$ cat src/press_fit_pkg.sv
// Package: register map, field positions, reset values and timing for the press-fit result link
package press_fit_pkg;
  // ----------------------------------------------------------------------------
  // Register offsets (byte addresses, word aligned)
  // ----------------------------------------------------------------------------
  localparam logic [7:0] CTRL_OFS = 8'h00;
  localparam logic [7:0] RESULT_OFS = 8'h04;
  localparam logic [7:0] IRQ_STATUS_OFS = 8'h08;
  localparam logic [7:0] IRQ_MASK_OFS = 8'h0C;
  localparam logic [7:0] FILE_NAME_LO_OFS = 8'h10;
  localparam logic [7:0] FILE_NAME_HI_OFS = 8'h14;
  localparam logic [7:0] SEQ_COUNT_OFS = 8'h18;
  localparam logic [7:0] CHECK_LIMIT_OFS = 8'h1C;
  localparam logic [7:0] CHECK_VALUE_OFS = 8'h20;

  // ----------------------------------------------------------------------------
  // Control register fields
  // ----------------------------------------------------------------------------
  localparam int CTRL_AUTO_REC = 0;
  localparam int CTRL_MANUAL_START = 1;
  localparam int CTRL_REC_STOP = 2;
  localparam int CTRL_CAL_ACTIVE = 3;

  // ----------------------------------------------------------------------------
  // Event bits in status and mask registers
  // ----------------------------------------------------------------------------
  localparam int EV_DONE = 0;
  localparam int EV_FAIL = 1;
  localparam int EV_WIRING = 2;
  localparam int EV_CHECK_FAIL = 3;
  localparam int EV_PRINT = 4;
  localparam int EV_REC_ABORT = 5;
  localparam int EV_COUNT = 6;

  // ----------------------------------------------------------------------------
  // Window codes and reset values
  // ----------------------------------------------------------------------------
  localparam logic [3:0] CODE_ALL_PASS = 4'h0;
  localparam logic [3:0] CODE_THREAD_IN = 4'h1;
  localparam logic [3:0] CODE_END = 4'h8;
  localparam logic [3:0] CODE_SEVERAL = 4'hF;
  localparam int WINDOW_COUNT = 8;
  localparam int NAME_CHARS = 8;
  localparam logic [31:0] CTRL_RESET = 32'h0000_0000;
  localparam logic [11:0] LIMIT_RESET = 12'h010;
  localparam logic [31:0] UNMAPPED_READ = 32'h0000_0000;

  // ----------------------------------------------------------------------------
  // Timing: zero balance waits the controller must allow (informative)
  // ----------------------------------------------------------------------------
  localparam int CLK_HZ = 50_000_000;
  localparam int ZERO_BAL_STD_MS = 250;
  localparam int ZERO_BAL_FAST_MS = 50;
  localparam int ZERO_BAL_STD_CYCLES = ZERO_BAL_STD_MS * (CLK_HZ / 1000);
  localparam int ZERO_BAL_FAST_CYCLES = ZERO_BAL_FAST_MS * (CLK_HZ / 1000);

  // Evaluation sequencer, Gray coded along idle -> measure -> verdict
  typedef enum logic [1:0] {
    EVAL_IDLE = 2'b00,
    EVAL_MEASURE = 2'b01,
    EVAL_VERDICT = 2'b11
  } eval_state_t;
endpackage : press_fit_pkg

$ cat src/press_fit_plc_result_link.sv
// Press-fit result and control link between evaluation channel and PLC
//
// Local design decisions: the Avalon-MM slave port and the address map.
`timescale 1ns/1ps

module press_fit_plc_result_link (
  input wire logic ref_clk,
  input wire logic rst_n,
  // Avalon-MM slave
  input wire logic [7:0] address,
  input wire logic read,
  input wire logic write,
  input wire logic [31:0] writedata,
  input wire logic [3:0] byteenable,
  output logic [31:0] readdata,
  output logic waitrequest,
  // Controller pins
  input wire logic startPin,
  input wire logic checkPin,
  input wire logic printPin,
  // Evaluation core side, from other clock domain / pins
  input wire logic evalDonePin,
  input wire logic [7:0] windowFailPin,
  input wire logic wiringFaultPin,
  input wire logic [11:0] forceValue,
  input wire logic [11:0] displValue,
  // Outputs to controller and host logic
  output logic passOut,
  output logic fail_verdict_out,
  output logic [3:0] windowCodeOut,
  output logic wiringOkOut_n,
  output logic busyOut,
  output logic checkFailOut,
  output logic printStartOut,
  output logic recordingOut,
  output logic irqOut
);

  // --------------------------------------------------------------------------
  // State record
  // --------------------------------------------------------------------------
  typedef struct packed {
    // Pin synchronisers, two stages plus an edge stage for start, print and done, three unused-edge stages for check; two stages for wiring and window lines
    logic [2:0] startSync;
    logic [2:0] checkSync;
    logic [2:0] printSync;
    logic [2:0] doneSync;
    logic [1:0] wiringSync;
    logic [7:0] failSync1;
    logic [7:0] failSync2;
    // Evaluation result, held for the controller
    press_fit_pkg::eval_state_t eval;
    logic pass;
    logic fail;
    logic [3:0] code;
    logic wiringOk;
    logic checkFail;
    logic printStart;
    logic recording;
    // Recording, check and interrupt settings
    logic autoRec;
    logic calActive;
    logic [63:0] fileName;
    logic [11:0] seqCount;
    logic [11:0] forceSet;
    logic [11:0] displSet;
    logic [11:0] limit;
    logic [press_fit_pkg::EV_COUNT-1:0] status;
    logic [press_fit_pkg::EV_COUNT-1:0] mask;
    // Bus response and interrupt, all registered
    logic [31:0] rdata;
    logic ack;
    logic waitReq;
    logic busy;
    logic irq;
  } state_t;

  state_t state_reg;
  state_t state_next;
  // Combinational helpers; four bits count up to eight failing windows
  logic [3:0] failCount;
  logic [3:0] failIndex;
  logic [press_fit_pkg::EV_COUNT-1:0] events;
  // Edge and level views of the synchronised pins
  logic startRise;
  logic checkLevel;
  logic printRise;
  logic doneRise;
  // Bus decode
  logic access;
  logic [31:0] wmask;
  logic [11:0] forceDiff;
  logic [11:0] displDiff;

  // --------------------------------------------------------------------------
  // Window encoder: count failures and find the lowest failing number
  // --------------------------------------------------------------------------
  // Scanning downward leaves the lowest failing window in failIndex; it is
  // used only when exactly one window failed
  always_comb begin
    failCount = 4'h0;
    failIndex = press_fit_pkg::CODE_ALL_PASS;
    for (int i = press_fit_pkg::WINDOW_COUNT - 1; i >= 0; i--) begin
      if (state_reg.failSync2[i]) begin
        failCount = failCount + 4'h1;
        failIndex = 4'(i + 1);
      end
    end
  end

  // Absolute differences against set values for the transducer check
  // Unsigned magnitudes, so a value below its set point cannot wrap to a pass
  assign forceDiff = (forceValue >= state_reg.forceSet) ? forceValue - state_reg.forceSet
                                                         : state_reg.forceSet - forceValue;
  assign displDiff = (displValue >= state_reg.displSet) ? displValue - state_reg.displSet
                                                         : state_reg.displSet - displValue;

  // Edges are taken only from the second and third stage, never the first
  // The first stage may still be settling, so it feeds nothing but the next stage
  assign startRise = state_reg.startSync[1] & ~state_reg.startSync[2];
  assign printRise = state_reg.printSync[1] & ~state_reg.printSync[2];
  assign doneRise = state_reg.doneSync[1] & ~state_reg.doneSync[2];
  assign checkLevel = state_reg.checkSync[1];
  // A held request is not taken again in the cycle of its own acknowledge
  assign access = (read | write) & ~state_reg.ack;

  // Byte enables widened to a bit mask, one generate lane per byte
  for (genvar b = 0; b < 4; b++) begin : g_lane
    assign wmask[b*8 +: 8] = {8{byteenable[b]}};
  end

  // --------------------------------------------------------------------------
  // Next state
  // --------------------------------------------------------------------------
  always_comb begin
    state_next = state_reg;
    events = '0;
    // Two flip-flops ahead of any logic for every pin input except forceValue and displValue
    state_next.startSync = {state_reg.startSync[1:0], startPin};
    state_next.checkSync = {state_reg.checkSync[1:0], checkPin};
    state_next.printSync = {state_reg.printSync[1:0], printPin};
    state_next.doneSync = {state_reg.doneSync[1:0], evalDonePin};
    state_next.wiringSync = {state_reg.wiringSync[0], wiringFaultPin};
    // The window lines are taken as a word; the core holds them before done rises
    state_next.failSync1 = windowFailPin;
    state_next.failSync2 = state_reg.failSync1;
    state_next.printStart = 1'b0;
    state_next.ack = 1'b0;

    // Evaluation sequencer
    // A start rise while measuring and a done rise outside it are both ignored
    unique case (state_reg.eval)
      press_fit_pkg::EVAL_IDLE,
      press_fit_pkg::EVAL_VERDICT: begin
        if (startRise) begin
          // Verdict and code stay put until here so the PLC can sample them
          state_next.eval = press_fit_pkg::EVAL_MEASURE;
          state_next.pass = 1'b0;
          state_next.fail = 1'b0;
          // Code is cleared with the verdict so a stale number is never shown
          state_next.code = press_fit_pkg::CODE_ALL_PASS;
          if (state_reg.autoRec) begin
            state_next.recording = 1'b1;
          end
        end
      end
      press_fit_pkg::EVAL_MEASURE: begin
        if (doneRise) begin
          // Driving pass or fail closes the evaluation
          state_next.eval = press_fit_pkg::EVAL_VERDICT;
          events[press_fit_pkg::EV_DONE] = 1'b1;
          if (failCount == 4'h0) begin
            state_next.pass = 1'b1;
            state_next.code = press_fit_pkg::CODE_ALL_PASS;
          end else begin
            state_next.fail = 1'b1;
            events[press_fit_pkg::EV_FAIL] = 1'b1;
            // A single failure gives its number, several give all ones
            state_next.code = (failCount == 4'h1) ? failIndex
                                                  : press_fit_pkg::CODE_SEVERAL;
          end
        end
      end
      default: begin
        state_next.eval = press_fit_pkg::EVAL_IDLE;
      end
    endcase

    // Wiring fault output, also pulled low during calibration
    state_next.wiringOk = ~state_reg.wiringSync[1] & ~state_reg.calActive;
    // Level-set event: clearing it while the fault persists does not stick
    if (state_reg.wiringSync[1]) begin
      events[press_fit_pkg::EV_WIRING] = 1'b1;
    end

    // Transducer check runs only while the check input is held
    // A stale result is dropped together with the request
    if (checkLevel) begin
      state_next.checkFail = (forceDiff > state_reg.limit) | (displDiff > state_reg.limit);
      events[press_fit_pkg::EV_CHECK_FAIL] = state_next.checkFail;
    end else begin
      state_next.checkFail = 1'b0;
    end

    // Print task launched on the rising edge of the print pulse
    // The pulse may last many cycles; only its leading edge counts
    if (printRise) begin
      state_next.printStart = 1'b1;
      events[press_fit_pkg::EV_PRINT] = 1'b1;
    end

    // Register access, one wait state then acknowledge
    // Read data is registered, which costs the one wait state of every access
    if (access) begin
      state_next.ack = 1'b1;
      state_next.rdata = press_fit_pkg::UNMAPPED_READ;
      if (read) begin
        unique case (address)
          press_fit_pkg::CTRL_OFS: begin
            state_next.rdata = {28'h0, state_reg.calActive, 1'b0, state_reg.recording,
                                state_reg.autoRec};
          end
          press_fit_pkg::RESULT_OFS: begin
            state_next.rdata = {24'h0, state_reg.checkFail, state_reg.eval == 
                                press_fit_pkg::EVAL_MEASURE, state_reg.fail, state_reg.pass,
                                state_reg.code};
          end
          press_fit_pkg::IRQ_STATUS_OFS: state_next.rdata = {26'h0, state_reg.status};
          press_fit_pkg::IRQ_MASK_OFS: state_next.rdata = {26'h0, state_reg.mask};
          press_fit_pkg::FILE_NAME_LO_OFS: state_next.rdata = state_reg.fileName[31:0];
          press_fit_pkg::FILE_NAME_HI_OFS: state_next.rdata = state_reg.fileName[63:32];
          press_fit_pkg::SEQ_COUNT_OFS: state_next.rdata = {20'h0, state_reg.seqCount};
          press_fit_pkg::CHECK_LIMIT_OFS: state_next.rdata = {20'h0, state_reg.limit};
          press_fit_pkg::CHECK_VALUE_OFS: begin
            state_next.rdata = {4'h0, state_reg.displSet, 4'h0, state_reg.forceSet};
          end
          default: state_next.rdata = press_fit_pkg::UNMAPPED_READ;
        endcase
      end else begin
        unique case (address)
          press_fit_pkg::CTRL_OFS: begin
            if (byteenable[0]) begin
              state_next.autoRec = writedata[press_fit_pkg::CTRL_AUTO_REC];
              state_next.calActive = writedata[press_fit_pkg::CTRL_CAL_ACTIVE];
              if (writedata[press_fit_pkg::CTRL_MANUAL_START]) begin
                state_next.recording = 1'b1;
              end
              // A stop counts only while a file is open, so a stray stop keeps the count
              if (writedata[press_fit_pkg::CTRL_REC_STOP] && state_reg.recording) begin
                // Interrupted file: bump the suffix counter
                state_next.recording = 1'b0;
                state_next.seqCount = state_reg.seqCount + 12'h001;
                events[press_fit_pkg::EV_REC_ABORT] = 1'b1;
              end
            end
          end
          press_fit_pkg::IRQ_MASK_OFS: begin
            if (byteenable[0]) begin
              // Bits above the event count are dropped
              state_next.mask = writedata[press_fit_pkg::EV_COUNT-1:0];
            end
          end
          // Eight characters, one byte each, in two words
          // Lane writes let software patch a single character
          press_fit_pkg::FILE_NAME_LO_OFS: begin
            state_next.fileName[31:0] = (state_reg.fileName[31:0] & ~wmask)
                                        | (writedata & wmask);
          end
          press_fit_pkg::FILE_NAME_HI_OFS: begin
            state_next.fileName[63:32] = (state_reg.fileName[63:32] & ~wmask)
                                         | (writedata & wmask);
          end
          press_fit_pkg::CHECK_LIMIT_OFS: begin
            // The 12-bit limit spans both low lanes
            if (&byteenable[1:0]) begin
              state_next.limit = writedata[11:0];
            end
          end
          press_fit_pkg::CHECK_VALUE_OFS: begin
            // Both set values change together, never half a pair
            if (&byteenable) begin
              state_next.forceSet = writedata[11:0];
              state_next.displSet = writedata[27:16];
            end
          end
          default: begin
          end
        endcase
      end
    end

    // Sticky status: write one clears, but a fresh event wins
    if (access && write && address == press_fit_pkg::IRQ_STATUS_OFS && byteenable[0]) begin
      state_next.status = state_reg.status & ~writedata[press_fit_pkg::EV_COUNT-1:0];
    end
    state_next.status = state_next.status | events;
    state_next.irq = |(state_next.status & state_next.mask);
    // Busy and waitrequest get flops of their own, so no output is decoded
    state_next.busy = (state_next.eval == press_fit_pkg::EVAL_MEASURE);
    state_next.waitReq = ~state_next.ack;
  end

  // --------------------------------------------------------------------------
  // State register, synchronous active-low reset
  // --------------------------------------------------------------------------
  always_ff @(posedge ref_clk) begin
    // Only constants in the reset branch
    if (!rst_n) begin
      state_reg <= '0;
      state_reg.eval <= press_fit_pkg::EVAL_IDLE;
      state_reg.limit <= press_fit_pkg::LIMIT_RESET;
      state_reg.wiringOk <= 1'b1;
      state_reg.waitReq <= 1'b1; // Bus rests with waitrequest high
    end else begin
      state_reg <= state_next;
    end
  end

  // --------------------------------------------------------------------------
  // Outputs straight from flip-flops
  // Nothing is decoded here, so no output can glitch toward the controller
  // --------------------------------------------------------------------------
  assign readdata = state_reg.rdata;
  assign waitrequest = state_reg.waitReq;
  assign passOut = state_reg.pass;
  assign fail_verdict_out = state_reg.fail;
  assign windowCodeOut = state_reg.code;
  assign wiringOkOut_n = state_reg.wiringOk;
  assign busyOut = state_reg.busy;
  assign checkFailOut = state_reg.checkFail;
  assign printStartOut = state_reg.printStart;
  assign recordingOut = state_reg.recording;
  assign irqOut = state_reg.irq;

endmodule : press_fit_plc_result_link

$ cat config.mk
export PLATFORM = sky130hd
export DESIGN_NAME = press_fit_plc_result_link
export DESIGN_NICKNAME = d
export VERILOG_FILES = /design/src/press_fit_pkg.sv /design/src/press_fit_plc_result_link.sv
export SDC_FILE = /design/constraint.sdc
export NUM_CORES = 1
export LEC_CHECK = 0
export BUFFER_PORTS_ARGS = -buffer_cell sky130_fd_sc_hd__buf_2
export CORE_MARGIN = 1.5
export CORE_UTILIZATION = 55
export DETAILED_ROUTE_END_ITERATION = 10
export HOLD_SLACK_MARGIN = 0.1
export PLACE_DENSITY_LB_ADDON = 0.08
export SYNTH_ARGS = -nofsm -noshare
export SYNTH_HDL_FRONTEND = slang
export SYNTH_SLANG_ARGS = --single-unit
$ cat constraint.sdc
create_clock -name ref_clk -period 5.6 [get_ports ref_clk]
set_clock_uncertainty 0.2 [all_clocks]
set_input_delay 0 -clock ref_clk [delete_from_list [all_inputs] [get_ports ref_clk]]
set_output_delay 0 -clock ref_clk [all_outputs]
set_load 0.02 [all_outputs]
# Yosys cells after proc, flatten, opt, wreduce, memory -nomap -nowiden
# Cells that the tools add are included.
[word_totals]
output_inout_bits = 45
regBits = 203
[op_classes]
n_eq_ne = 16
n_mux = 62
add_sub_neg = 12
order_cmp = 4
n_reduce_logical = 21
n_bitwise = 25
[op_table]
columns = ["op", "count"]
rows = [
  ["$pmux 32 s9", 1],
  ["$mux 115", 2],
  ["$and 32x32->32", 3],
  ["$mux 32", 3],
  ["$mux 12", 7],
  ["$mux 4", 17],
  ["$or 32x32->32", 2],
  ["$mux 24", 2],
  ["$sub 12x12->12", 4],
  ["$mux 39", 1],
  ["$eq 8x5->1 const B", 4],
  ["$not 32->32", 1],
  ["$add 4x1->4 const B", 7],
  ["$ge 12x12->1", 2],
  ["$gt 12x12->1", 2],
  ["$mux 6", 4],
  ["$mux 1", 17],
  ["$eq 8x4->1 const B", 2],
  ["$mux 8", 2],
  ["$reduce_and 4->1", 4],
  ["$add 12x1->12 const B", 1],
  ["$and 6x6->6", 2],
  ["$pmux 6 s2", 1],
  ["$reduce_and 5->1", 2],
  ["24 further kinds", 47],
]

# Depth between registers and ports, before layout
# Gate-level depths: netlist of run 1.
[logic_depth]
word_depth = 22
depth_mapped = 22
ltp_nobuf = 22

# Worst setup path before layout of run 1
# No wires, ideal clock.
[synth_path]
path_type = "register to register"
from = "register state_reg[72] in the netlist's numbering"
to = "register state_reg (netlist bit irqOut)"
path_stages_with_launch = 20
synth_period_minus_slack_ns = 4.551
setup_ns = 0.127
path_buffers = 0
t_arrival_ns = 4.224
required_ns = 5.273
path_slack_ns = 1.049
path_cell_list = "dfxtp_1 ha_1 inv_1 fa_1 a211oi_1 nor2_1 or4_1 a311oi_2 mux2_2 a211oi_2 xnor2_1 ha_1 a21o_1 a21oi_1 o21ai_0 a2111o_1 a211oi_1 o21ai_0 a21oi_1 a21oi_1"
[synth_via]
elab_chain_len = 8
[synth_lines]
columns = ["element", "line_no", "rtl"]
rows = [
  ["start, declared", "press_fit_plc_result_link.sv:78", "state_t state_reg;"],
  ["start signal, assigned", "press_fit_plc_result_link.sv:315", "state_reg <= state_next;"],
  ["$sub 12x12->12 (tied with other cells)", "press_fit_plc_result_link.sv:114", ": state_reg.forceSet - forceValue;"],
  ["$mux 12 (*)", "press_fit_plc_result_link.sv:113", "assign forceDiff = (forceValue >= state_reg.forceSet) ? forceValue - state_reg.forceSet"],
  ["$gt 12x12->1 (*)", "press_fit_plc_result_link.sv:199", "state_next.checkFail = (forceDiff > state_reg.limit) | (displDiff > state_reg.limit);"],
  ["$or 1x1->1 (*)", "press_fit_plc_result_link.sv:199", ""],
  ["$mux 1 (*)", "-", ""],
  ["$or 6x6->6 (*)", "press_fit_plc_result_link.sv:296", "state_next.status = state_next.status | events;"],
  ["$and 6x6->6 (*)", "press_fit_plc_result_link.sv:297", "state_next.irq = |(state_next.status & state_next.mask);"],
  ["$reduce_or 6->1 (*)", "press_fit_plc_result_link.sv:297", ""],
]
# Mark *: on every way between the ends. The rest lies on a longest branch, timed or not.
# A chain may end at the register's enable or synchronous reset.

# Final worst setup path of run 1
# Same ends and word-level chain as after synthesis.

==> results.md, run 1 <==
* Iter 0 DRT Violations at between 900 and 1000
* Row count at 52
* Crit path from: state_reg[72]
* Synthesized instance count at ~1400
* H-tree depth at 1
* Unrepaired setup endpoints after global routing: no
* Sequential fraction of the synthesis area at 0.359
* Max Root-Sink Buffers at 3
* Post-synth EDFFs at 0
* Period utilisation layout at 0.936
* Gp weighted congestion at 0.893
* WL final at approximately 34000 um
* Cell variety after synth at 74
* Pins Over Slew Limit at 0
* Post-Syn Area per Cell at ~8.0 um2
* Crit path DAT at 5.42 ns
* Final setup vio count at 0
* Drt via density at between 5 and 6
* Commonest cells post-synth: nand2_1, dfxtp_1, a21oi_1, inv_1, ha_1
* First-pass GRT wire length at roughly 55000 um
* DRC violations left at 0
* Core area at 0.0202 mm2
* Fin. Hold Viols at 0
* Internal power at roughly 0.0025 W
* Worst R2R Path Depth at 20
* Comb power frac at 0.138
* Setup tns final at 0 ns
* Non-Filler Instances at between 1500 and 2000
* CTS tree: yes
* Yosys warns at 0
* R2R Setup Slk at roughly 0.36 ns
* Die height at ~150 um
* CP Launch Type: register
* Most frequent cell after synthesis: nand2_1
* Main flop type after synthesis: dfxtp_1
* Top-Level Pins at between 100 and 150
* # diodes at 0
* FF-to-FF Start: state_reg[72]
* WP data required at 5.77 ns
* Reg power frac at 0.443
* Nets at 1752
* Sw frac at 0.253
* Max Fclk at 191 MHz
* Top-area cell type share of the netlist area at 0.359
* Largest net degree at the start of global routing at 98
* Crit. End Element: register
* Crit Path Class: register to register
* Post-Syn Area at ~0.011 mm2
* Rel. slew slack at 0.273
* Clock power share at 0.419
* Static Leak at 5.46 nW
* Power Density at between 200 and 250 mW/mm2
* Ranking of synthesized cells by area: dfxtp_1, ha_1, nand2_1, a21oi_1, inv_1
* Root Buffer Master: clkbuf_16
* HP Class: input port to register
* Antenna violations before repair at 0
* Outcome: completed
* Final antenna-violating net count at 0
* Cells after DPL at about 1700
* Clock transition at path regs at around 0.070 ns
* Die footprint at between 0.02 and 0.025 mm2
* Layout area overhead at 20.3%
* Postcts setup bufs at 0
* Vias in the first global route at 10600
* Fraction of registers with async set/reset at 0
* Post-synthesis register bit count at 203
* Initial Utilization at 0.560
* Global route overflow at 0
* IO buf count at 129
* Die Wd at approximately 150 um
* R2R Path End: irqOut
* Post-layout min period at 5.24 ns
* Global Route Usage Sum at 0.313
* Routed len/inst at between 15 and 20 um
* DPL Wire Length at approximately 23000 um
* PnR worst setup slack at ~0.36 ns
* Yosys top cell by area: dfxtp_1
* Crit path to: irqOut
* Share of layout cells above drive strength 1 at 0.127
* Via count at approximately 11000
* Detailed Routing Iterations Pass 1 at 6
* Worst slack, placed at between 0.5 and 0.6 ns
* Least-Margin Pin Slew at between 1 and 1.5 ns
* Peak supply drop at 0.000278 V
* Clock Sinks at between 200 and 250
* Worst skew pair latency at about 0.50 ns
* Post-Syn Nets at ~1600
* Max_cap viols at 0
* Critical Path Fanout Max at 13
* Switch Pwr at around 0.00084 W
* Num CTS Buffers at 21
[through the flow]
stage	cell area [um2]	hold WS, ns	power (W)	utilization
2_1_floorplan	11300	-0.0727	0.00178	-
3_3_place_gp	11900	0.00427	0.00189	0.587
3_5_place_dp	11900	0.00810	0.00190	0.587
4_1_cts	13600	0.102	0.00332	0.673
5_1_grt	13600	0.132	0.00344	0.673
6_report	13600	0.129	0.00333	0.673
[critical path, cell delays in order (launching register included)]
cell and delay (ns):
dfxtp_1 0.37, ha_1 0.18, inv_1 0.05, fa_1 0.41, a211oi_1 0.22, nor2_1 0.10
or4_1 0.49, a311oi_2 0.42, buf_4 0.27, mux2i_1 0.22, a211oi_2 0.09, xnor2_1 0.14
ha_1 0.29, a21o_1 0.16, a21oi_1 0.12, o21ai_0 0.10, a2111o_1 0.44, a211oi_1 0.41
o21ai_0 0.22, a21oi_1 0.15, a21oi_1 0.06
[routing by layer]
layer | wire length (um) | GRT usage | vias to the layer above
met5 | 0 | 0 | -
met4 | 761 | 0.0808 | 0
met3 | 2290 | 0.0384 | 70
met2 | 16100 | 0.527 | 431
met1 | 15000 | 0.425 | 5179
li1 | - | - | 5260
[power by group through the flow]
stage                     Sequential (W)  Clock, W  Combinational [W]
after floorplan                  0.00150         0           0.000277
after global placement           0.00150         0           0.000388
after detailed placement         0.00151         0           0.000394
after CTS                        0.00147   0.00140           0.000446
after global routing             0.00147   0.00146           0.000505
final                            0.00147   0.00140           0.000459
[timing repair]
action | CTS | global route
hold buffers | 109 | 0
resized for setup | 0 | 0
endpoints found under the hold margin | 173 | 0
[worst min path at each step]
stage,startpoint,to,cells past startpoint
global route,writedata[30],register,4
floorplan,windowFailPin[0],state_next[174],1
CTS,writedata[29],register,4
detailed placement,windowFailPin[6],state_next[180],2
finish,writedata[21],state_reg[65],4
global placement,printPin,state_next[196],2
[cell type report]
cell class              count  area [um2]
repair buffers            253        1850
multi-input cells        1014        6370
well taps                 270         338
inverters                  89         335
fillers                  1700        6610
clock inverters             5        77.6
flip-flops and latches    203        4060
clock buffers              30         589
[placed cells by master (no fill, tap or decap), drive strengths merged, types with 8 or more instances in the layout]
cell / Yosys / layout
a211oi: 8 / 8
a21o: 17 / 17
a21oi: 161 / 161
a222oi: 19 / 19
a22oi: 32 / 32
a31oi: 11 / 11
and2: 35 / 35
and3: 17 / 17
buf: 53 / 144
clkbuf: 58 / 30
dfxtp: 203 / 203
dlygate4sd3: 0 / 109
ha: 81 / 81
inv: 89 / 88
mux2i: 13 / 13
nand2: 262 / 262
nand3: 35 / 35
nand4: 12 / 12
nor2: 55 / 55
nor2b: 12 / 12
nor3: 24 / 24
o211ai: 8 / 8
o21a: 8 / 8
o21ai: 66 / 66
xnor2: 21 / 21
xor2: 17 / 17
[cells by family after synthesis]
logic type,count (synthesis),synth area share
simple gates,483,0.194
compound gates,387,0.217
flops,203,0.359
buf+inv,200,0.0821
fa+ha+maj,85,0.0966
xor+xnor,40,0.0337
mux,19,0.0175
No activity file was read; power rests on OpenSTA's default activity.
==> inputs of run 2 (changes only) <==
==> constraint.sdc (replaced) <==
create_clock -name ref_clk -period 5.2 [get_ports ref_clk]
set_clock_uncertainty 0.2 [all_clocks]
set_input_delay 0 -clock ref_clk [delete_from_list [all_inputs] [get_ports ref_clk]]
set_output_delay 0 -clock ref_clk [all_outputs]
set_load 0.02 [all_outputs]
==> run 2 against run 1 <==
  * Non-clock buffer count grew 16
  * Sequential power increased by 8%
  * Via count fell by 0.87%
  * Die area did not move
  * Clock power up 11%
==> results.md, run 2 (synthesized netlist as in run 1, its figures left out) <==
* Fin. Hold Viols at 0 (unchanged)
* Crit Path Class: register to register
* Global route overflow at 0 (unchanged)
* Worst skew pair latency at 0.50 ns (about the same)
* Drt via density at 5.75 (-2.0%)
* Sw frac at 0.254 (+0.000721)
* Crit. End Element: register
* Num CTS Buffers at 22 (+4.8%)
* Crit path DAT at 5.18 ns (-0.24 ns)
* CTS tree: yes
* # diodes at 0 (unchanged)
* Comb power frac at 0.138 (about the same)
* Commonest cells after routing, fill and taps aside: nand2_1, dfxtp_1, a21oi_1, buf_2, dlygate4sd3_1
* Switch Pwr at 0.000923 W (+9.7%)
* Static Leak at 5.55 nW (+1.8%)
* Share of layout cells above drive strength 1 at 0.135 (+0.00826)
* Vias in the first global route at 10300 (-2.4%)
* Post-layout min period at 5.01 ns (-0.237 ns)
* Core area at 0.0202 mm2 (unchanged)
* Row count at 52 (unchanged)
* Max Root-Sink Buffers at 3 (unchanged)
* Worst R2R Path Depth at 21 (+5.0%)
* Setup tns final at 0 ns (unchanged)
* Max Fclk at 200 MHz (+4.7%)
* WL final at 34000 um (-0.32%)
* Layout area overhead at 22.4%
* Largest net degree at the start of global routing at 87 (-11%)
* Max stage delay cell, worst path: or4_1
* Final setup vio count at 0 (unchanged)
* Period utilisation layout at 0.963 (+0.0264)
* H-tree depth at 1 (unchanged)
* Die footprint at 0.0215 mm2 (unchanged)
* Reg power frac at 0.436 (-0.007)
* WP data required at 5.37 ns (-0.40 ns)
* Initial Utilization at 0.560 (unchanged)
* Hold_ws at 0.112 ns (-0.0170 ns)
* IO buf count at 129 (unchanged)
* Via count at 10800 (-0.87%)
* Critical Path, Cell by Cell: ha_1 > inv_1 > fa_1 > a211oi_1 > nor2_1 > or4_1 > a311oi_4 > buf_6 > o21bai_1 > a21boi_0 > a211oi_2 > xnor2_1 > ha_1 > a21o_1 > a21oi_1 > o21ai_0 > a2111o_1 > a211oi_2 > o21ai_0 > a21oi_1 > a21oi_1
* CP max stage delay at 0.54 ns (+0.05 ns)
* Clock power share at 0.426 (+0.007)
* Internal power at 0.00272 W (+9.3%)
* Unrepaired setup endpoints after global routing: yes
* Commonest non-fill, non-tap cell in the layout: nand2_1
* Postcts setup bufs at 0 (unchanged)
* Clock Sinks at 203 (unchanged)
* Nets at 1769 (+0.97%)
* Rel. slew slack at 0.280 (+0.00646)
* Antenna violations before repair at 0 (unchanged)
* HP Class: input port to register
* Peak supply drop at 0.000259 V (-6.7%)
* Hold path depth at 4 (unchanged)
* Max_cap viols at 0 (unchanged)
* Detailed Routing Iterations Pass 1 at 5 (-1)
* Cell mode on critical path: a21oi_1
* DPL Wire Length at 22800 um (-0.54%)
* Routed len/inst at 18.1 um (-1.4%)
* Power Density at 263 mW/mm2 (+7.5%)
* Root Buffer Master: clkbuf_16
* Global Route Usage Sum at 0.311 (-0.00171)
* First-pass GRT wire length at 54300 um (-0.52%)
* CP Launch Type: register
* Critical Path Fanout Max at 10 (-3)
* Iter 0 DRT Violations at 897 (-4.5%)
* Final antenna-violating net count at 0 (unchanged)
* Die Wd at 146 um (unchanged)
* Least-Margin Pin Slew at 1.07 ns (-0.0179 ns)
* Pins Over Slew Limit at 0 (unchanged)
* Die height at 146 um (unchanged)
* Gp weighted congestion at 0.908 (+1.6%)
* Top-Level Pins at 130 (unchanged)
* Clock transition at path regs at 0.06 ns (about the same)
* DRC violations left at 0 (unchanged)
* Outcome: completed
## run 2: metrics by stage
stage | instance area (um2) | worst slack [ns] | utilization | total power, W | cells
after floorplan | 11300 | 0.649 | - | 0.00191 | 1417
after global placement | 11900 | 0.210 | 0.588 | 0.00204 | 1725
after detailed placement | 11900 | 0.109 | 0.588 | 0.00204 | 1725
after CTS | 13800 | 0.0688 | 0.683 | 0.00362 | 1884
after global routing | 13900 | -0.0515 | 0.685 | 0.00377 | 1885
final | 13900 | 0.195 | 0.685 | 0.00364 | 1885
## run 2: repair_timing
item / in CTS / in global routing
endpoints found under the setup margin: 0 / 6
resized for setup: 0 / 8
hold endpoints to repair: 171 / 0
hold buffers: 119 / 0
## run 2: cell type report
cell class	instances	area, um2
multi-input combinational	1014	6410
tap	270	338
fill	1658	6370
sequential	203	4060
inverter	89	335
clock buffer	33	653
timing repair buffer	269	2000
clock inverter	7	68.8
## run 2: path summary, 6_finish.rpt
check,startpoint,to,slack [ns]
hold / removal,writedata[15],register,0.11
setup / recovery,state_reg[72],irqOut,0.19
hold reg to reg,state_next[176],state_reg[176],0.23
setup reg to reg,state_reg[72],irqOut,0.19
## run 2: per-layer routing
metal | up-vias | track usage | wire length, um
li1 | 5273 | - | -
met1 | 5091 | 0.435 | 15200
met2 | 432 | 0.516 | 15900
met3 | 49 | 0.0375 | 2390
met4 | 0 | 0.0682 | 547
met5 | - | 0 | 0
## run 2: power by group through the flow
stage	Sequential, W	Combinational (W)	Clock [W]
3_5_place_dp	0.00162	0.000423	0
4_1_cts	0.00159	0.000478	0.00155
5_1_grt	0.00159	0.000547	0.00163
3_3_place_gp	0.00162	0.000418	0
6_report	0.00159	0.000502	0.00155
2_1_floorplan	0.00162	0.000299	0
## run 2: worst max-delay path: cells and delay by family, from the launching register on
kind | cells | cell delay [ns]
DFF | 1 | 0.34
buffers and inverters | 2 | 0.26
and+or+nand+nor | 2 | 0.64
AOI/OAI and AO/OA | 13 | 2.45
adders and majority gates | 3 | 0.85
xor gates and xnor gates | 1 | 0.15
